`config.mk`:
```
export PLATFORM = sky130hd
export DESIGN_NAME = acs_sequencer
export DESIGN_NICKNAME = d
export VERILOG_FILES = /design/src/shared/acs_pkg.sv /design/src/rtl/acs_fifo.sv /design/src/rtl/acs_sequencer.sv
export SDC_FILE = /design/constraint.sdc
export NUM_CORES = 1
export LEC_CHECK = 0
export BUFFER_PORTS_ARGS = -buffer_cell sky130_fd_sc_hd__buf_2
export CAP_MARGIN = 20
export CORE_ASPECT_RATIO = 0.7
export CORE_MARGIN = 2
export CORE_UTILIZATION = 50
export DETAILED_ROUTE_END_ITERATION = 8
export GPL_ROUTABILITY_DRIVEN = 0
export PLACE_DENSITY_LB_ADDON = 0.3
export SLEW_MARGIN = 20
export SYNTH_ARGS = -nofsm -noshare
export SYNTH_HDL_FRONTEND = slang
export SYNTH_SLANG_ARGS = --single-unit
```
`constraint.sdc`:
```
create_clock -name CLK -period 6 [get_ports CLK]
set_clock_uncertainty 0.1 [all_clocks]
set_input_delay 0 -clock CLK [delete_from_list [all_inputs] [get_ports CLK]]
set_output_delay 0 -clock CLK [all_outputs]
set_load 0.005 [all_outputs]
```
`src/shared/acs_pkg.sv`:
```
// Package for the conversion sequencer: modes, states, timing and carriers
//
// Contract
// In multi-sample mode the converter is reset between successive samples.
// In multi-sample mode the decimator is re-primed before every sample.
// In multi-sample mode the next sample starts by itself when one ends.
// Every result is offered for polling, interrupt or DMA collection. The code drops a result that finds the FIFO full and sets OVERRUN.
// Turbo mode at 8 to 16 bits behaves exactly like multi-sample mode.
// Turbo mode at 17 to 20 bits resets the converter once per conversion.
// A conversion begins when the start input is asserted.
// Continuous mode works with the start input left unconnected.
// The done output goes high at the completion of every conversion.
// Outside logic may use the done output as interrupt or DMA request.
// Continuous mode converts back to back without reset or re-prime.
package acs_pkg;

  typedef enum logic [1:0] {
    ACS_MODE_SINGLE = 2'h0,
    ACS_MODE_CONT   = 2'h1,
    ACS_MODE_MULTI  = 2'h2,
    ACS_MODE_TURBO  = 2'h3
  } acs_mode_type;

  typedef enum logic [4:0] {
    ACS_ST_IDLE  = 5'h01,
    ACS_ST_RESET = 5'h02,
    ACS_ST_PRIME = 5'h04,
    ACS_ST_CONV  = 5'h08,
    ACS_ST_DONE  = 5'h10
  } acs_state_type;

  localparam int          ACS_DATA_W      = 20;
  localparam int          ACS_CNT_W       = 16;
  localparam logic [4:0]  ACS_TURBO_MIN   = 5'h11;
  localparam logic [4:0]  ACS_RES_RST     = 5'h10;
  localparam logic [15:0] ACS_RESET_CYC   = 16'h0004;
  localparam logic [15:0] ACS_PRIME_CYC   = 16'h0008;
  localparam int          ACS_SYNC_STAGES = 3;

  typedef struct packed {
    logic [ACS_DATA_W-1:0] data;
    logic                  first;
  } acs_result_type;

endpackage

```
`src/rtl/acs_fifo.sv`:
```
// Result FIFO with valid/ready on both sides
`timescale 1ns/1ps
`default_nettype none
module acs_fifo #(
  parameter int WIDTH = 21,
  parameter int DEPTH = 16
) (
  // Clock and reset
  input  wire logic             clk,
  input  wire logic             nrst,
  // Fill side
  input  wire logic [WIDTH-1:0] in_data,
  input  wire logic             in_valid,
  output logic                  in_ready,
  // Drain side
  output logic      [WIDTH-1:0] out_data,
  output logic                  out_valid,
  input  wire logic             out_ready
);
  localparam int AW = $clog2(DEPTH);
  logic [WIDTH-1:0] mem_q [DEPTH];
  logic [AW:0]      wr_q, wr_d, rd_q, rd_d;
  logic             push, pop;

  assign in_ready  = (wr_q - rd_q) != (AW+1)'(DEPTH);
  assign out_valid = wr_q != rd_q;
  assign out_data  = mem_q[rd_q[AW-1:0]];

  always_comb begin
    push = in_valid && in_ready;
    pop  = out_valid && out_ready;
    wr_d = push ? wr_q + 1'b1 : wr_q;
    rd_d = pop ? rd_q + 1'b1 : rd_q;
  end

  always_ff @(posedge clk or negedge nrst) begin
    if (!nrst) begin
      wr_q <= '0;
      rd_q <= '0;
    end else begin
      wr_q <= wr_d;
      rd_q <= rd_d;
    end
  end

  // Storage has no reset; only pointers define contents
  always_ff @(posedge clk) begin
    if (push) begin
      mem_q[wr_q[AW-1:0]] <= in_data;
    end
  end
endmodule
`default_nettype wire

```
`src/rtl/acs_sequencer.sv`:
```
// Delta-sigma conversion sequencer with result FIFO
`timescale 1ns/1ps
`default_nettype none
module acs_sequencer
  import acs_pkg::*;
#(
  parameter int DEPTH = 16
) (
  // Clock and reset
  input  wire logic                  CLK,
  input  wire logic                  NRST,
  // Configuration
  input  wire acs_mode_type          MODE,
  input  wire logic [4:0]            RESOLUTION,
  input  wire logic                  ENABLE,
  input  wire logic [ACS_CNT_W-1:0]  CONV_CYCLES,
  // Start-of-conversion pin
  input  wire logic                  SOC,
  // Modulator and decimator controls
  output logic                       MOD_RESET,
  output logic                       DEC_PRIME,
  input  wire logic [ACS_DATA_W-1:0] DEC_DATA,
  // Conversion done
  output logic                       EOC,
  // Result stream
  output acs_result_type             RESULT,
  output logic                       RESULT_VALID,
  input  wire logic                  RESULT_READY,
  output logic                       OVERRUN
);
  acs_state_type          st_q, st_d;
  logic [ACS_CNT_W-1:0]   cnt_q, cnt_d;
  logic [2:0]             soc_q;
  logic                   soc_lvl_q, soc_lvl_d, soc_rise;
  logic                   mrst_q, mrst_d, prime_q, prime_d, eoc_q, eoc_d;
  logic                   first_q, first_d, ovr_q, ovr_d;
  logic                   push, fifo_ready, hi_res, skip_prime;
  acs_result_type         fifo_in, fifo_out;
  logic                   fifo_valid, out_take;
  logic                   res_valid_q, res_valid_d;
  acs_result_type         res_q, res_d;

  // Three-stage pin synchroniser; stage 0 feeds only stage 1
  always_ff @(posedge CLK or negedge NRST) begin
    if (!NRST) begin
      soc_q <= '0;
    end else begin
      soc_q <= {soc_q[1:0], SOC};
    end
  end

  always_comb begin
    soc_lvl_d = soc_lvl_q;
    if (soc_q[1] == soc_q[2]) begin
      soc_lvl_d = soc_q[2];
    end
  end
  assign soc_rise = soc_lvl_d && !soc_lvl_q;
  assign hi_res   = RESOLUTION >= ACS_TURBO_MIN;
  // Only a fresh start primes in high-resolution turbo
  assign skip_prime = MODE == ACS_MODE_TURBO && hi_res && !first_q;

  // Next state of the sequencer
  always_comb begin
    st_d    = st_q;
    cnt_d   = cnt_q;
    mrst_d  = 1'b0;
    prime_d = 1'b0;
    eoc_d   = 1'b0;
    first_d = first_q;
    ovr_d   = ovr_q;
    push    = 1'b0;
    case (st_q)
      ACS_ST_IDLE: begin
        first_d = 1'b1;
        // start on trigger
        if (ENABLE && MODE == ACS_MODE_SINGLE && soc_rise) begin
          st_d = ACS_ST_RESET;
          cnt_d = ACS_RESET_CYC;
          mrst_d = 1'b1;
        // free running start
        end else if (ENABLE && MODE != ACS_MODE_SINGLE) begin
          st_d = ACS_ST_RESET;
          cnt_d = ACS_RESET_CYC;
          mrst_d = 1'b1;
        end
      end
      ACS_ST_RESET: begin
        mrst_d = 1'b1;
        cnt_d = cnt_q - 1'b1;
        if (cnt_q == 16'h0001) begin
          mrst_d = 1'b0;
          // turbo high resolution skips re-prime
          if (skip_prime) begin
            st_d = ACS_ST_CONV;
            cnt_d = CONV_CYCLES;
          // re-prime after reset
          end else begin
            prime_d = 1'b1;
            st_d = ACS_ST_PRIME;
            cnt_d = ACS_PRIME_CYC;
          end
        end
      end
      ACS_ST_PRIME: begin
        prime_d = 1'b1;
        cnt_d = cnt_q - 1'b1;
        if (cnt_q == 16'h0001) begin
          prime_d = 1'b0;
          st_d = ACS_ST_CONV;
          cnt_d = CONV_CYCLES;
        end
      end
      ACS_ST_CONV: begin
        cnt_d = cnt_q - 1'b1;
        if (cnt_q <= 16'h0001) begin
          st_d = ACS_ST_DONE;
          // done pulse
          eoc_d = 1'b1;
          // result offered
          push = 1'b1;
          if (!fifo_ready) begin
            ovr_d = 1'b1;
          end
        end
      end
      ACS_ST_DONE: begin
        first_d = 1'b0;
        if (!ENABLE || MODE == ACS_MODE_SINGLE) begin
          st_d = ACS_ST_IDLE;
        // continuous without reset
        end else if (MODE == ACS_MODE_CONT) begin
          st_d = ACS_ST_CONV;
          cnt_d = CONV_CYCLES;
        // turbo high resolution, reset once per conversion only
        end else if (MODE == ACS_MODE_TURBO && hi_res) begin
          st_d = ACS_ST_RESET;
          cnt_d = ACS_RESET_CYC;
          mrst_d = 1'b1;
        // reset then start next sample
        end else begin
          st_d = ACS_ST_RESET;
          cnt_d = ACS_RESET_CYC;
          mrst_d = 1'b1;
        end
      end
      default: begin
        st_d = ACS_ST_IDLE;
      end
    endcase
  end

  always_ff @(posedge CLK or negedge NRST) begin
    if (!NRST) begin
      st_q      <= ACS_ST_IDLE;
      cnt_q     <= '0;
      soc_lvl_q <= 1'b0;
      mrst_q    <= 1'b0;
      prime_q   <= 1'b0;
      eoc_q     <= 1'b0;
      first_q   <= 1'b1;
      ovr_q     <= 1'b0;
    end else begin
      st_q      <= st_d;
      cnt_q     <= cnt_d;
      soc_lvl_q <= soc_lvl_d;
      mrst_q    <= mrst_d;
      prime_q   <= prime_d;
      eoc_q     <= eoc_d;
      first_q   <= first_d;
      ovr_q     <= ovr_d;
    end
  end

  assign fifo_in = '{data: DEC_DATA, first: first_q};

  acs_fifo #(
    .WIDTH ($bits(acs_result_type)),
    .DEPTH (DEPTH)
  ) u_fifo (
    .clk       (CLK),
    .nrst      (NRST),
    .in_data   (fifo_in),
    .in_valid  (push),
    .in_ready  (fifo_ready),
    .out_data  (fifo_out),
    .out_valid (fifo_valid),
    .out_ready (out_take)
  );

  // Output stage keeps the stream port registered; it adds one word of depth
  always_comb begin
    out_take    = !res_valid_q || RESULT_READY;
    res_valid_d = res_valid_q;
    res_d       = res_q;
    if (fifo_valid && out_take) begin
      res_valid_d = 1'b1;
      res_d       = fifo_out;
    end else if (RESULT_READY) begin
      res_valid_d = 1'b0;
    end
  end

  always_ff @(posedge CLK or negedge NRST) begin
    if (!NRST) begin
      res_q       <= '0;
      res_valid_q <= 1'b0;
    end else begin
      res_q       <= res_d;
      res_valid_q <= res_valid_d;
    end
  end

  assign RESULT       = res_q;
  assign RESULT_VALID = res_valid_q;
  assign MOD_RESET    = mrst_q;
  assign DEC_PRIME    = prime_q;
  assign EOC          = eoc_q;
  assign OVERRUN      = ovr_q;
endmodule
`default_nettype wire

```
==> results of run 1 <==
-- logic make-up (layout without fill, tap and decap cells) --
| logic type | after synthesis | after routing |
|---|---|---|
| adder cells (fa/ha/maj) | 12 | 12 |
| AND/OR/NAND/NOR | 119 | 119 |
| multiplexers | 128 | 128 |
| flip-flops | 398 | 398 |
| buffers and inverters | 46 | 223 |
| AO/OA/AOI/OAI | 59 | 59 |
| XOR/XNOR | 15 | 15 |
-- worst max-delay path by stage --
| stage | start | endpoint | slack [ns] |
|---|---|---|---|
| detailed placement | u_fifo.rd_q[0] | u_fifo.mem_q[3][0] | 2.21 |
| global route | u_fifo.rd_q[0] | u_fifo.mem_q[3][6] | 1.93 |
| global placement | u_fifo.rd_q[0] | u_fifo.mem_q[3][0] | 2.27 |
| finish | u_fifo.rd_q[0] | u_fifo.mem_q[3][4] | 2.21 |
| CTS | u_fifo.rd_q[0] | u_fifo.mem_q[1][4] | 2.17 |
| floorplan | u_fifo.rd_q[1] | u_fifo.mem_q[7][0] | 1.59 |
-- worst max-delay path, delay by kind of cell, from the launching register on --
| kind | cells | cell delay, ns |
|---|---|---|
| adder cells (fa/ha/maj) | 1 | 0.29 |
| AND/OR/NAND/NOR | 4 | 1.25 |
| AO/OA/AOI/OAI | 2 | 0.36 |
| buffers and inverters | 1 | 0.42 |
| flip-flops | 1 | 0.98 |
-- area by class of cell --
type                            count  area (sq um)
Fill cell                        2241         12600
Clock buffer                       42           987
Clock inverter                     26           290
Timing Repair Buffer              144          1040
Sequential cell                   398         11700
Multi-Input combinational cell    333          4030
Inverter                           11          41.3
Tap cell                          420           526
-- sequential cells by signal (all words and copies together), names as in the netlist --
register and flops:
cnt_q 16, DEC_PRIME 1, OVERRUN 1, st_q 5, u_fifo.rd_q 5, u_fifo.mem_q 336, MOD_RESET 1, soc_q 3
u_fifo.wr_q 5, first_q 1, RESULT_VALID 1, soc_lvl_q 1, EOC 1, RESULT 21
-- layout by cell type (no fill, tap or decap), types with 6 or more instances in the layout --
| cell | netlist | routed |
|---|---|---|
| and3_1 | 7 | 7 |
| xnor2_1 | 10 | 10 |
| o21ai_0 | 16 | 16 |
| mux4_2 | 105 | 105 |
| buf_2 | 4 | 72 |
| bufinv_16 | 0 | 6 |
| dlygate4sd3_1 | 0 | 49 |
| edfxtp_1 | 336 | 336 |
| a21oi_1 | 7 | 7 |
| mux2_2 | 22 | 22 |
| clkinv_2 | 0 | 9 |
| inv_1 | 11 | 10 |
| nor3_1 | 11 | 11 |
| clkbuf_16 | 0 | 39 |
| nor2_1 | 14 | 14 |
| buf_4 | 1 | 22 |
| nand2_1 | 29 | 29 |
| dfrtp_1 | 60 | 58 |
| and2_1 | 10 | 10 |
| ha_1 | 11 | 11 |
| clkinv_1 | 0 | 6 |
| nor2b_1 | 7 | 6 |
| nand2b_1 | 6 | 6 |
-- per-layer routing --
metal	vias up	global-route usage	share of wire
li1	3499	-	-
met1	4346	0.333	0.46
met2	287	0.319	0.46
met3	44	0.0334	0.061
met4	0	0.0492	0.016
met5	-	0	0
-- where the power goes --
group / leakage (nW) / total, mW / internal, mW / switching, mW
Combinational: 1.90 / 2.00 / 1.08 / 0.925
Sequential: 3.74 / 3.38 / 3.15 / 0.229
Clock: 0.617 / 2.47 / 1.45 / 1.02
Total: 6.25 / 7.85 / 5.68 / 2.17
==> metrics, run 1 <==
area leader, netlist edfxtp_1; Synth Cell Area 0.0158 sq mm; IO buf count 73; Setup TNS 0 ns; Fmax 0.264 GHz; unrepaired setup endpoints after global routing false; Die Wd 217 microns; Worst VDD drop 0.000236 V; Max Cap Viol 0; Post-synth EDFFs 336; Die ar. 0.0331 sq mm; largest net degree at the start of global routing 63; # hold bufs at CTS 49; Syn Nets 836; setup bufs post-CTS 0; final period utilization 0.632; fin crit period 3.79 ns; leak pwr 6.25 nW; Clk Latency, worst-skew pair 0.54 ns; slowest cell on the critical path dfrtp_4; final net count 985; layout cells sized above 1 0.313; WL per Instance 24.7 microns; Ant. Diodes 0; crit path cell chain ha_1 -> nor2b_1 -> o2111ai_1 -> a311oi_1 -> nand2b_1 -> nor3_1 -> and2_1 -> buf_4; synth warn 0; Residual DRC 0; placed cell area 0.0168 sq mm; Final Hold Vio Count 0; worst reg2reg path depth 8; clock buffer depth 3; Crit Reg-Reg Startpoint u_fifo.rd_q[0]; post-synthesis simple-gate area fraction 0.0427; top cell type's share of synthesized area 0.637; total gr overflow 0; Post-synth top cells edfxtp_1, mux4_2, dfrtp_1, nand2_1, clkbuf_1; Vias/cell 5.95; Post-Synth XOR/XNOR Area 0.00916; CTS HTree Levels 2; Inserted Clock Buffers 38; sequential share of the synthesized area 0.735; Main synth FF type edfxtp_1; initial antenna violation count 0; count leader, synth edfxtp_1; Worst-path clk slew 0.06 ns; Hold WS 0.0719 ns; Worst-Margin Slew 1.04 ns; Post-CTS Resized 0; core area 0.0311 sq mm; CTS Sinks 398; final instance area 0.0186 sq mm; PwrDens 423 mW/mm^2; FP Rows 54; largest cells by area after synthesis edfxtp_1, mux4_2, dfrtp_1; CTS tree yes; final cell count without fillers 1,374; post-DP HPWL 18,600 microns; Hold/Removal Path Class in2async; critical path launch point type flop; worst slack at placement 2.21 ns; largest family of logic cells by synthesized area multiplexers; Starting DRT DRC Count 966; Setup crit end kind flop; vias in the first global route 8,313; adder-cell share of the synthesized area 0.00932; Slew Viols, Final 0; Routed WL 33,900 microns; status complete, no violations; IO Count 74; synthesis-to-finish area growth 17.3%; final core occ 0.596; crit-path max cell delay 0.98 ns; Cells after Synth 777; drt first pass iters 5; r2r setup slk 2.21 ns; Tot GR Track Use 0.213; PnR worst setup slack 2.21 ns; Die Y 153 microns; Avg Cell Area, Syn 20.4 sq um; CP Class reg2reg; Synth Area in Compound Gates 0.0261; mux contribution to synthesized area 0.166; Worst R2R End u_fifo.mem_q[3][4]; vias post-DR 8,176; ANT nets after route 0; clk root buf clkbuf_16; Yosys cell types 60; worst-path maximum fanout 42; starting density of the core 0.508; Arrival @ worst endpoint 3.88 ns; register bit total from synthesis 398; Final setup viols 0; ys async rst share 0.156; first-pass GRT wire length 52,500 microns; relative slew slack 0.301; Worst EP required 6.09 ns; DP Cell Count 1,256; Tot Pwr 7.85 mW
Note: power is estimated with default switching activity, not from simulation.
==> run 2: changes to the inputs <==
==> constraint.sdc (replaced) <==
create_clock -name CLK -period 3.75 [get_ports CLK]
set_clock_uncertainty 0.1 [all_clocks]
set_input_delay 0 -clock CLK [delete_from_list [all_inputs] [get_ports CLK]]
set_output_delay 0 -clock CLK [all_outputs]
set_load 0.005 [all_outputs]
==> metrics, run 2 (synthesized netlist as in run 1, its figures left out) <==
Largest register FFs 336 (unchanged); first-pass GRT wire length 51,600 microns (-1.6%); Arrival @ worst endpoint 3.47 ns (-0.41 ns); Worst R2R End u_fifo.mem_q[10][7]; fin crit period 3.38 ns (-0.412 ns); CTS Sinks 398 (unchanged); clock buffer depth 3 (unchanged); final instance area 0.0187 sq mm (+0.57%); placed cell area 0.0169 sq mm (+0.70%); CTS tree yes; Vias/cell 5.85 (-1.7%); Starting DRT DRC Count 769 (-20%); Top delay family on crit path simple AND/OR/NAND/NOR gates; Final setup viols 0 (unchanged); vias in the first global route 8,200 (-1.4%); Fill cells 2,236 (-0.22%); core area 0.0311 sq mm (unchanged); FP Rows 54 (unchanged); Die Wd 217 microns (unchanged); Hold Startpoint SOC; worst reg2reg path depth 7 (-1); total gr overflow 0 (unchanged); Hold Path Sink soc_q[0]; Slew Viols, Final 0 (unchanged); final net count 996 (+1.1%); vias post-DR 8,108 (-0.83%); leak pwr 6.34 nW (+1.3%); crit path cell chain or4_1 -> or3_4 -> nor4_4 -> nand2b_1 -> nor3b_1 -> and2_1 -> buf_4; Routed WL 33,900 microns (about the same); Inserted Clock Buffers 38 (unchanged); crit-path max cell delay 0.57 ns (-0.41 ns); worst-path maximum fanout 21 (-50%); Residual DRC 0 (unchanged); WL per Instance 24.5 microns (-0.93%); Post-CTS Resized 0 (unchanged); most frequent cells in the layout edfxtp_1, mux4_2, buf_2; Max Cap Viol 0 (unchanged); Buf+Inv Stages, Crit Path 1 (unchanged); initial antenna violation count 0 (unchanged); Setup crit end kind flop; slowest cell on the critical path or4_1; IO buf count 73 (unchanged); critical path launch point type flop; Worst-Margin Slew 1.00 ns (-0.0368 ns); Crit Reg-Reg Startpoint cnt_q[5]; drt first pass iters 6 (+1); hold depth 2; IO Count 74 (unchanged); synthesis-to-finish area growth 17.9%; post-DP HPWL 20,800 microns (+12%); Tot GR Track Use 0.212 (-0.00150); Hold WS 0.0355 ns (-0.0364 ns); Worst VDD drop 0.000506 V (+110%); layout cells sized above 1 0.317 (+0.00335); r2r setup slk 0.37 ns (-1.84 ns); Fmax 0.296 GHz (+12%); ANT nets after route 0 (unchanged); Worst EP required 3.85 ns (-2.24 ns); CP Class reg2reg; status complete, no violations; unrepaired setup endpoints after global routing false; final core occ 0.600 (+0.00341); Final Hold Vio Count 0 (unchanged); Worst-path clk slew 0.06 ns (about the same); clk root buf clkbuf_16; largest net degree at the start of global routing 88 (+40%); CTS HTree Levels 2 (unchanged); Ant. Diodes 0 (unchanged); relative slew slack 0.327 (+0.0254); most common cell after layout, fill and taps aside edfxtp_1; Hold/Removal Path Class in2reg; final period utilization 0.901 (+0.269); PwrDens 684 mW/mm^2 (+62%); Die ar. 0.0331 sq mm (unchanged); starting density of the core 0.508 (unchanged); Die Y 153 microns (unchanged); Clk Latency, worst-skew pair 0.53 ns (about the same)
## run 2: metrics by stage
stage	std cells	setup WS, ns	power [mW]	setup TNS [ns]
6_report	1386	0.373	12.8	0
5_1_grt	1386	0.183	13.3	0
4_1_cts	1386	0.376	12.9	0
3_5_place_dp	1270	0.436	8.83	0
3_3_place_gp	1270	0.469	8.81	0
2_1_floorplan	777	-0.659	7.80	-54.67
## run 2: worst reg2reg max path: cells and delay by family, from the launching register on
family | cells | cell delay (ns)
DFF | 1 | 0.41
and+or+nand+nor | 6 | 2.22
buffers and inverters | 1 | 0.30
## run 2: what timing repair did
item                      CTS  global route
buffers inserted            0             0
hold endpoints to repair  405             0
hold buffers               47             0
## run 2: area by class of cell
type	instances	area [sq um]	share of cell area
multi-input cells	333	4030	0.216
flip-flops and latches	398	11700	0.624
clock buffers	50	1070	0.0573
inverters	11	41.3	0.00221
clock inverters	19	244	0.0131
repair buffers	155	1110	0.0596
well taps	420	526	0.0281
## run 2: how the worst max path moves through the flow
stage / start / cells after the start / slack, ns / end
finish: cnt_q[5] / 7 / 0.37 / u_fifo.mem_q[10][7]
global route: cnt_q[5] / 7 / 0.18 / u_fifo.mem_q[10][12]
CTS: cnt_q[5] / 7 / 0.38 / u_fifo.mem_q[9][14]
detailed placement: cnt_q[5] / 7 / 0.44 / u_fifo.mem_q[10][7]
global placement: cnt_q[5] / 7 / 0.47 / u_fifo.mem_q[10][7]
floorplan: u_fifo.rd_q[1] / 11 / -0.66 / u_fifo.mem_q[7][0]
## run 2: where the power goes
| part | total, mW | switching, mW | internal (mW) | leakage, nW |
|---|---|---|---|---|
| clock | 4.02 | 1.59 | 2.43 | 0.642 |
| sequential | 5.23 | 0.189 | 5.04 | 3.74 |
| combinational | 3.52 | 1.77 | 1.75 | 1.96 |
| total | 12.8 | 3.55 | 9.22 | 6.34 |
## run 2: layer usage
layer / vias to the layer above / wire length [microns] / track usage
li1: 3514 / - / -
met1: 4264 / 15000 / 0.319
met2: 286 / 16100 / 0.327
met3: 44 / 2210 / 0.0370
met4: 0 / 603 / 0.0499
met5: - / 0 / 0
==> run 3: changes to the inputs <==
--- a/config.mk
+++ b/config.mk
@@ -11,9 +11,9 @@
 export CORE_MARGIN = 2
 export CORE_UTILIZATION = 50
 export DETAILED_ROUTE_END_ITERATION = 8
-export GPL_ROUTABILITY_DRIVEN = 0
 export PLACE_DENSITY_LB_ADDON = 0.3
 export SLEW_MARGIN = 20
 export SYNTH_ARGS = -nofsm -noshare
 export SYNTH_HDL_FRONTEND = slang
+export SYNTH_HIERARCHICAL = 1
 export SYNTH_SLANG_ARGS = --single-unit
==> metrics, run 3 <==
Max Cap Viol 0 (unchanged); area leader, netlist edfxtp_1; Worst-Margin Slew 0.970 ns (-0.0330 ns); relative slew slack 0.353 (+0.0265); Vias/cell 5.90 (+0.86%); starting density of the core 0.507 (-0.00172); leak pwr 6.66 nW (+5.1%); met2 routed WL 16,900 microns (+5.2%); Hold WS 0.0241 ns (-0.0114 ns); Syn Nets 989 (+18%); Residual DRC 0 (unchanged); Arrival @ worst endpoint 3.41 ns (-0.06 ns); count leader, synth edfxtp_1; Die ar. 0.0341 sq mm (+3.0%); FP Rows 55 (+1.9%); CTS HTree Levels 2 (unchanged); fin crit period 3.31 ns (-0.0680 ns); IO buf count 73 (unchanged); Fill cells 2,366 (+5.8%); CTS tree yes; largest net degree at the start of global routing 88 (unchanged); final net count 1,137 (+14%); register bit total from synthesis 398 (unchanged); core area 0.0322 sq mm (+3.4%); RD Place Congestion 0.832; clock buffer depth 3 (unchanged); most frequent cells in the layout edfxtp_1, nand2_1, mux4_2; CTS Sinks 398 (unchanged); Fmax 0.302 GHz (+2.1%); Metal-1 WL 16,600 microns (+10%); uppermost routed layer met5; Worst VDD drop 0.000514 V (+1.7%); final instance area 0.0192 sq mm (+3.0%); PwrDens 658 mW/mm^2 (-3.7%); Post-synth EDFFs 336 (unchanged); Die Wd 220 microns (+1.5%); final period utilization 0.883 (-0.0181); initial antenna violation count 2 (+2); drt first pass iters 7 (+1); post-DP HPWL 22,100 microns (+6.2%); critical path launch point type flop; Yosys cell types 63 (+5.0%); Post-CTS Resized 0 (unchanged); Largest register FFs 336 (unchanged); Hold/Removal Path Class in2async; met3 wire length 2480 microns (+12%); WL per Instance 23.9 microns (-2.4%); Routed WL 36,600 microns (+8.1%); synth warn 6 (+6); vias in the first global route 9,273 (+13%); Worst-path clk slew 0.06 ns (about the same); status complete, no violations; # hold bufs at CTS 47 (unchanged); Inserted Clock Buffers 39 (+2.6%); Post-synth top cells edfxtp_1, nand2_1, mux4_2, dfrtp_1, a31oi_1; first-pass GRT wire length 56,000 microns (+8.5%); total gr overflow 0 (unchanged); DP Cell Count 1,417 (+12%); ANT nets after route 0 (unchanged); Worst EP required 3.85 ns (about the same); final core occ 0.597 (-0.00258); final cell count without fillers 1,535 (+11%); worst-path maximum fanout 21 (unchanged); Slew Viols, Final 0 (unchanged); Synth Cell Area 0.0163 sq mm (+3.0%); most frequent CP cell buf_4; sequential share of the synthesized area 0.713 (-0.0218); top cell type's share of synthesized area 0.618 (-0.0189); Crit Reg-Reg Startpoint cnt_q[0]; setup bufs post-CTS 0 (unchanged); vias post-DR 9,057 (+12%); Clk Latency, worst-skew pair 0.56 ns (+0.03 ns); unrepaired setup endpoints after global routing false; placed cell area 0.0175 sq mm (+3.4%); synthesis-to-finish area growth 17.8% (about the same); Avg Cell Area, Syn 17.5 sq um (-14%); layout cells sized above 1 0.287 (-0.0298); worst reg2reg path depth 11 (+4); ys async rst share 0.156 (unchanged); Final setup viols 0 (unchanged); IO Count 74 (unchanged); CP Class reg2reg; crit-path max cell delay 0.53 ns (-0.04 ns); Starting DRT DRC Count 860 (+12%); Final Hold Vio Count 0 (unchanged); crit path cell chain inv_1 -> ha_1 -> or3b_2 -> nor4_1 -> buf_4 -> a31oi_1 -> nor2b_1 -> buf_4 -> nand2_1 -> nor4_4 -> buf_4; crit path capture u_fifo/mem_q[8][12]; r2r setup slk 0.44 ns (+0.07 ns); Tot GR Track Use 0.223 (+0.0116); Critical Path Start cnt_q[0]; Setup crit end kind flop; largest cells by area after synthesis edfxtp_1, mux4_2, dfrtp_1; Die Y 155 microns (+1.5%); slowest cell on the critical path or3b_2; Worst R2R End u_fifo/mem_q[8][12]; clk root buf clkbuf_16; Main synth FF type edfxtp_1; Ant. Diodes 0 (unchanged); most common cell after layout, fill and taps aside edfxtp_1; Cells after Synth 930 (+20%)
==> run 3: cell count changes after synthesis, sizes merged, moves of 5 or more <==
cell and change:
nor3 +6, nand2 +92, inv +6, a22oi +9, mux4 -21, and3 +17, a31oi +24, buf +12
and2 -10, xor2 +5, a221o -5, nor4 +6
==> run 3: kinds of logic after synthesis <==
group / synth area share
xor gates and xnor gates: 0.0141
and+or+nand+nor: 0.0685
DFF: 0.713
muxes: 0.131
adders and majority gates: 0.00905
buffers and inverters: 0.0192
AOI/OAI and AO/OA: 0.0444
==> run 3: routing by layer <==
metal | track usage | vias up
met3 | 0.0418 | 48
met2 | 0.339 | 341
met5 | 0 | -
li1 | - | 3962
met4 | 0.0572 | 2
met1 | 0.336 | 4704
==> run 3: how the worst min path moves through the flow <==
stage                             to  cells past startpoint
after CTS                  RESULT[1]                      2
after global placement      soc_q[0]                      1
after detailed placement    soc_q[0]                      1
after floorplan            DEC_PRIME                      0
final                      RESULT[1]                      2
after global routing      RESULT[10]                      2
==> run 3: where the power goes <==
group          switching [mW]  leakage, nW  internal, mW
clock                    1.61        0.626          2.34
sequential              0.120         3.74          4.99
combinational            2.01         2.29          1.59
==> run 3: area by class of cell <==
cell class	instances	area, sq um	area share
Clock buffer	53	1060	0.0551
Multi-Input combinational cell	467	4570	0.238
Inverter	17	63.8	0.00332
Tap cell	427	534	0.0278
Timing Repair Buffer	155	1110	0.0579
Sequential cell	398	11600	0.606
Clock inverter	18	236	0.0123
==> run 3: metrics by stage <==
| step | total power [mW] | setup slack (ns) | setup TNS [ns] |
|---|---|---|---|
| CTS | 12.8 | 0.431 | 0 |
| finish | 12.7 | 0.441 | 0 |
| floorplan | 7.75 | -0.401 | -38.76 |
| global route | 13.2 | 0.236 | 0 |
| global placement | 8.74 | 0.521 | 0 |
| detailed placement | 8.77 | 0.428 | 0 |
==> run 3: worst max-delay path: cells and delay by family, from the launching register on <==
kind            cells  cell delay, ns
fa+ha+maj           1            0.18
compound gates      1            0.15
buf+inv             4            0.82
simple gates        5            1.30
flops               1            0.42
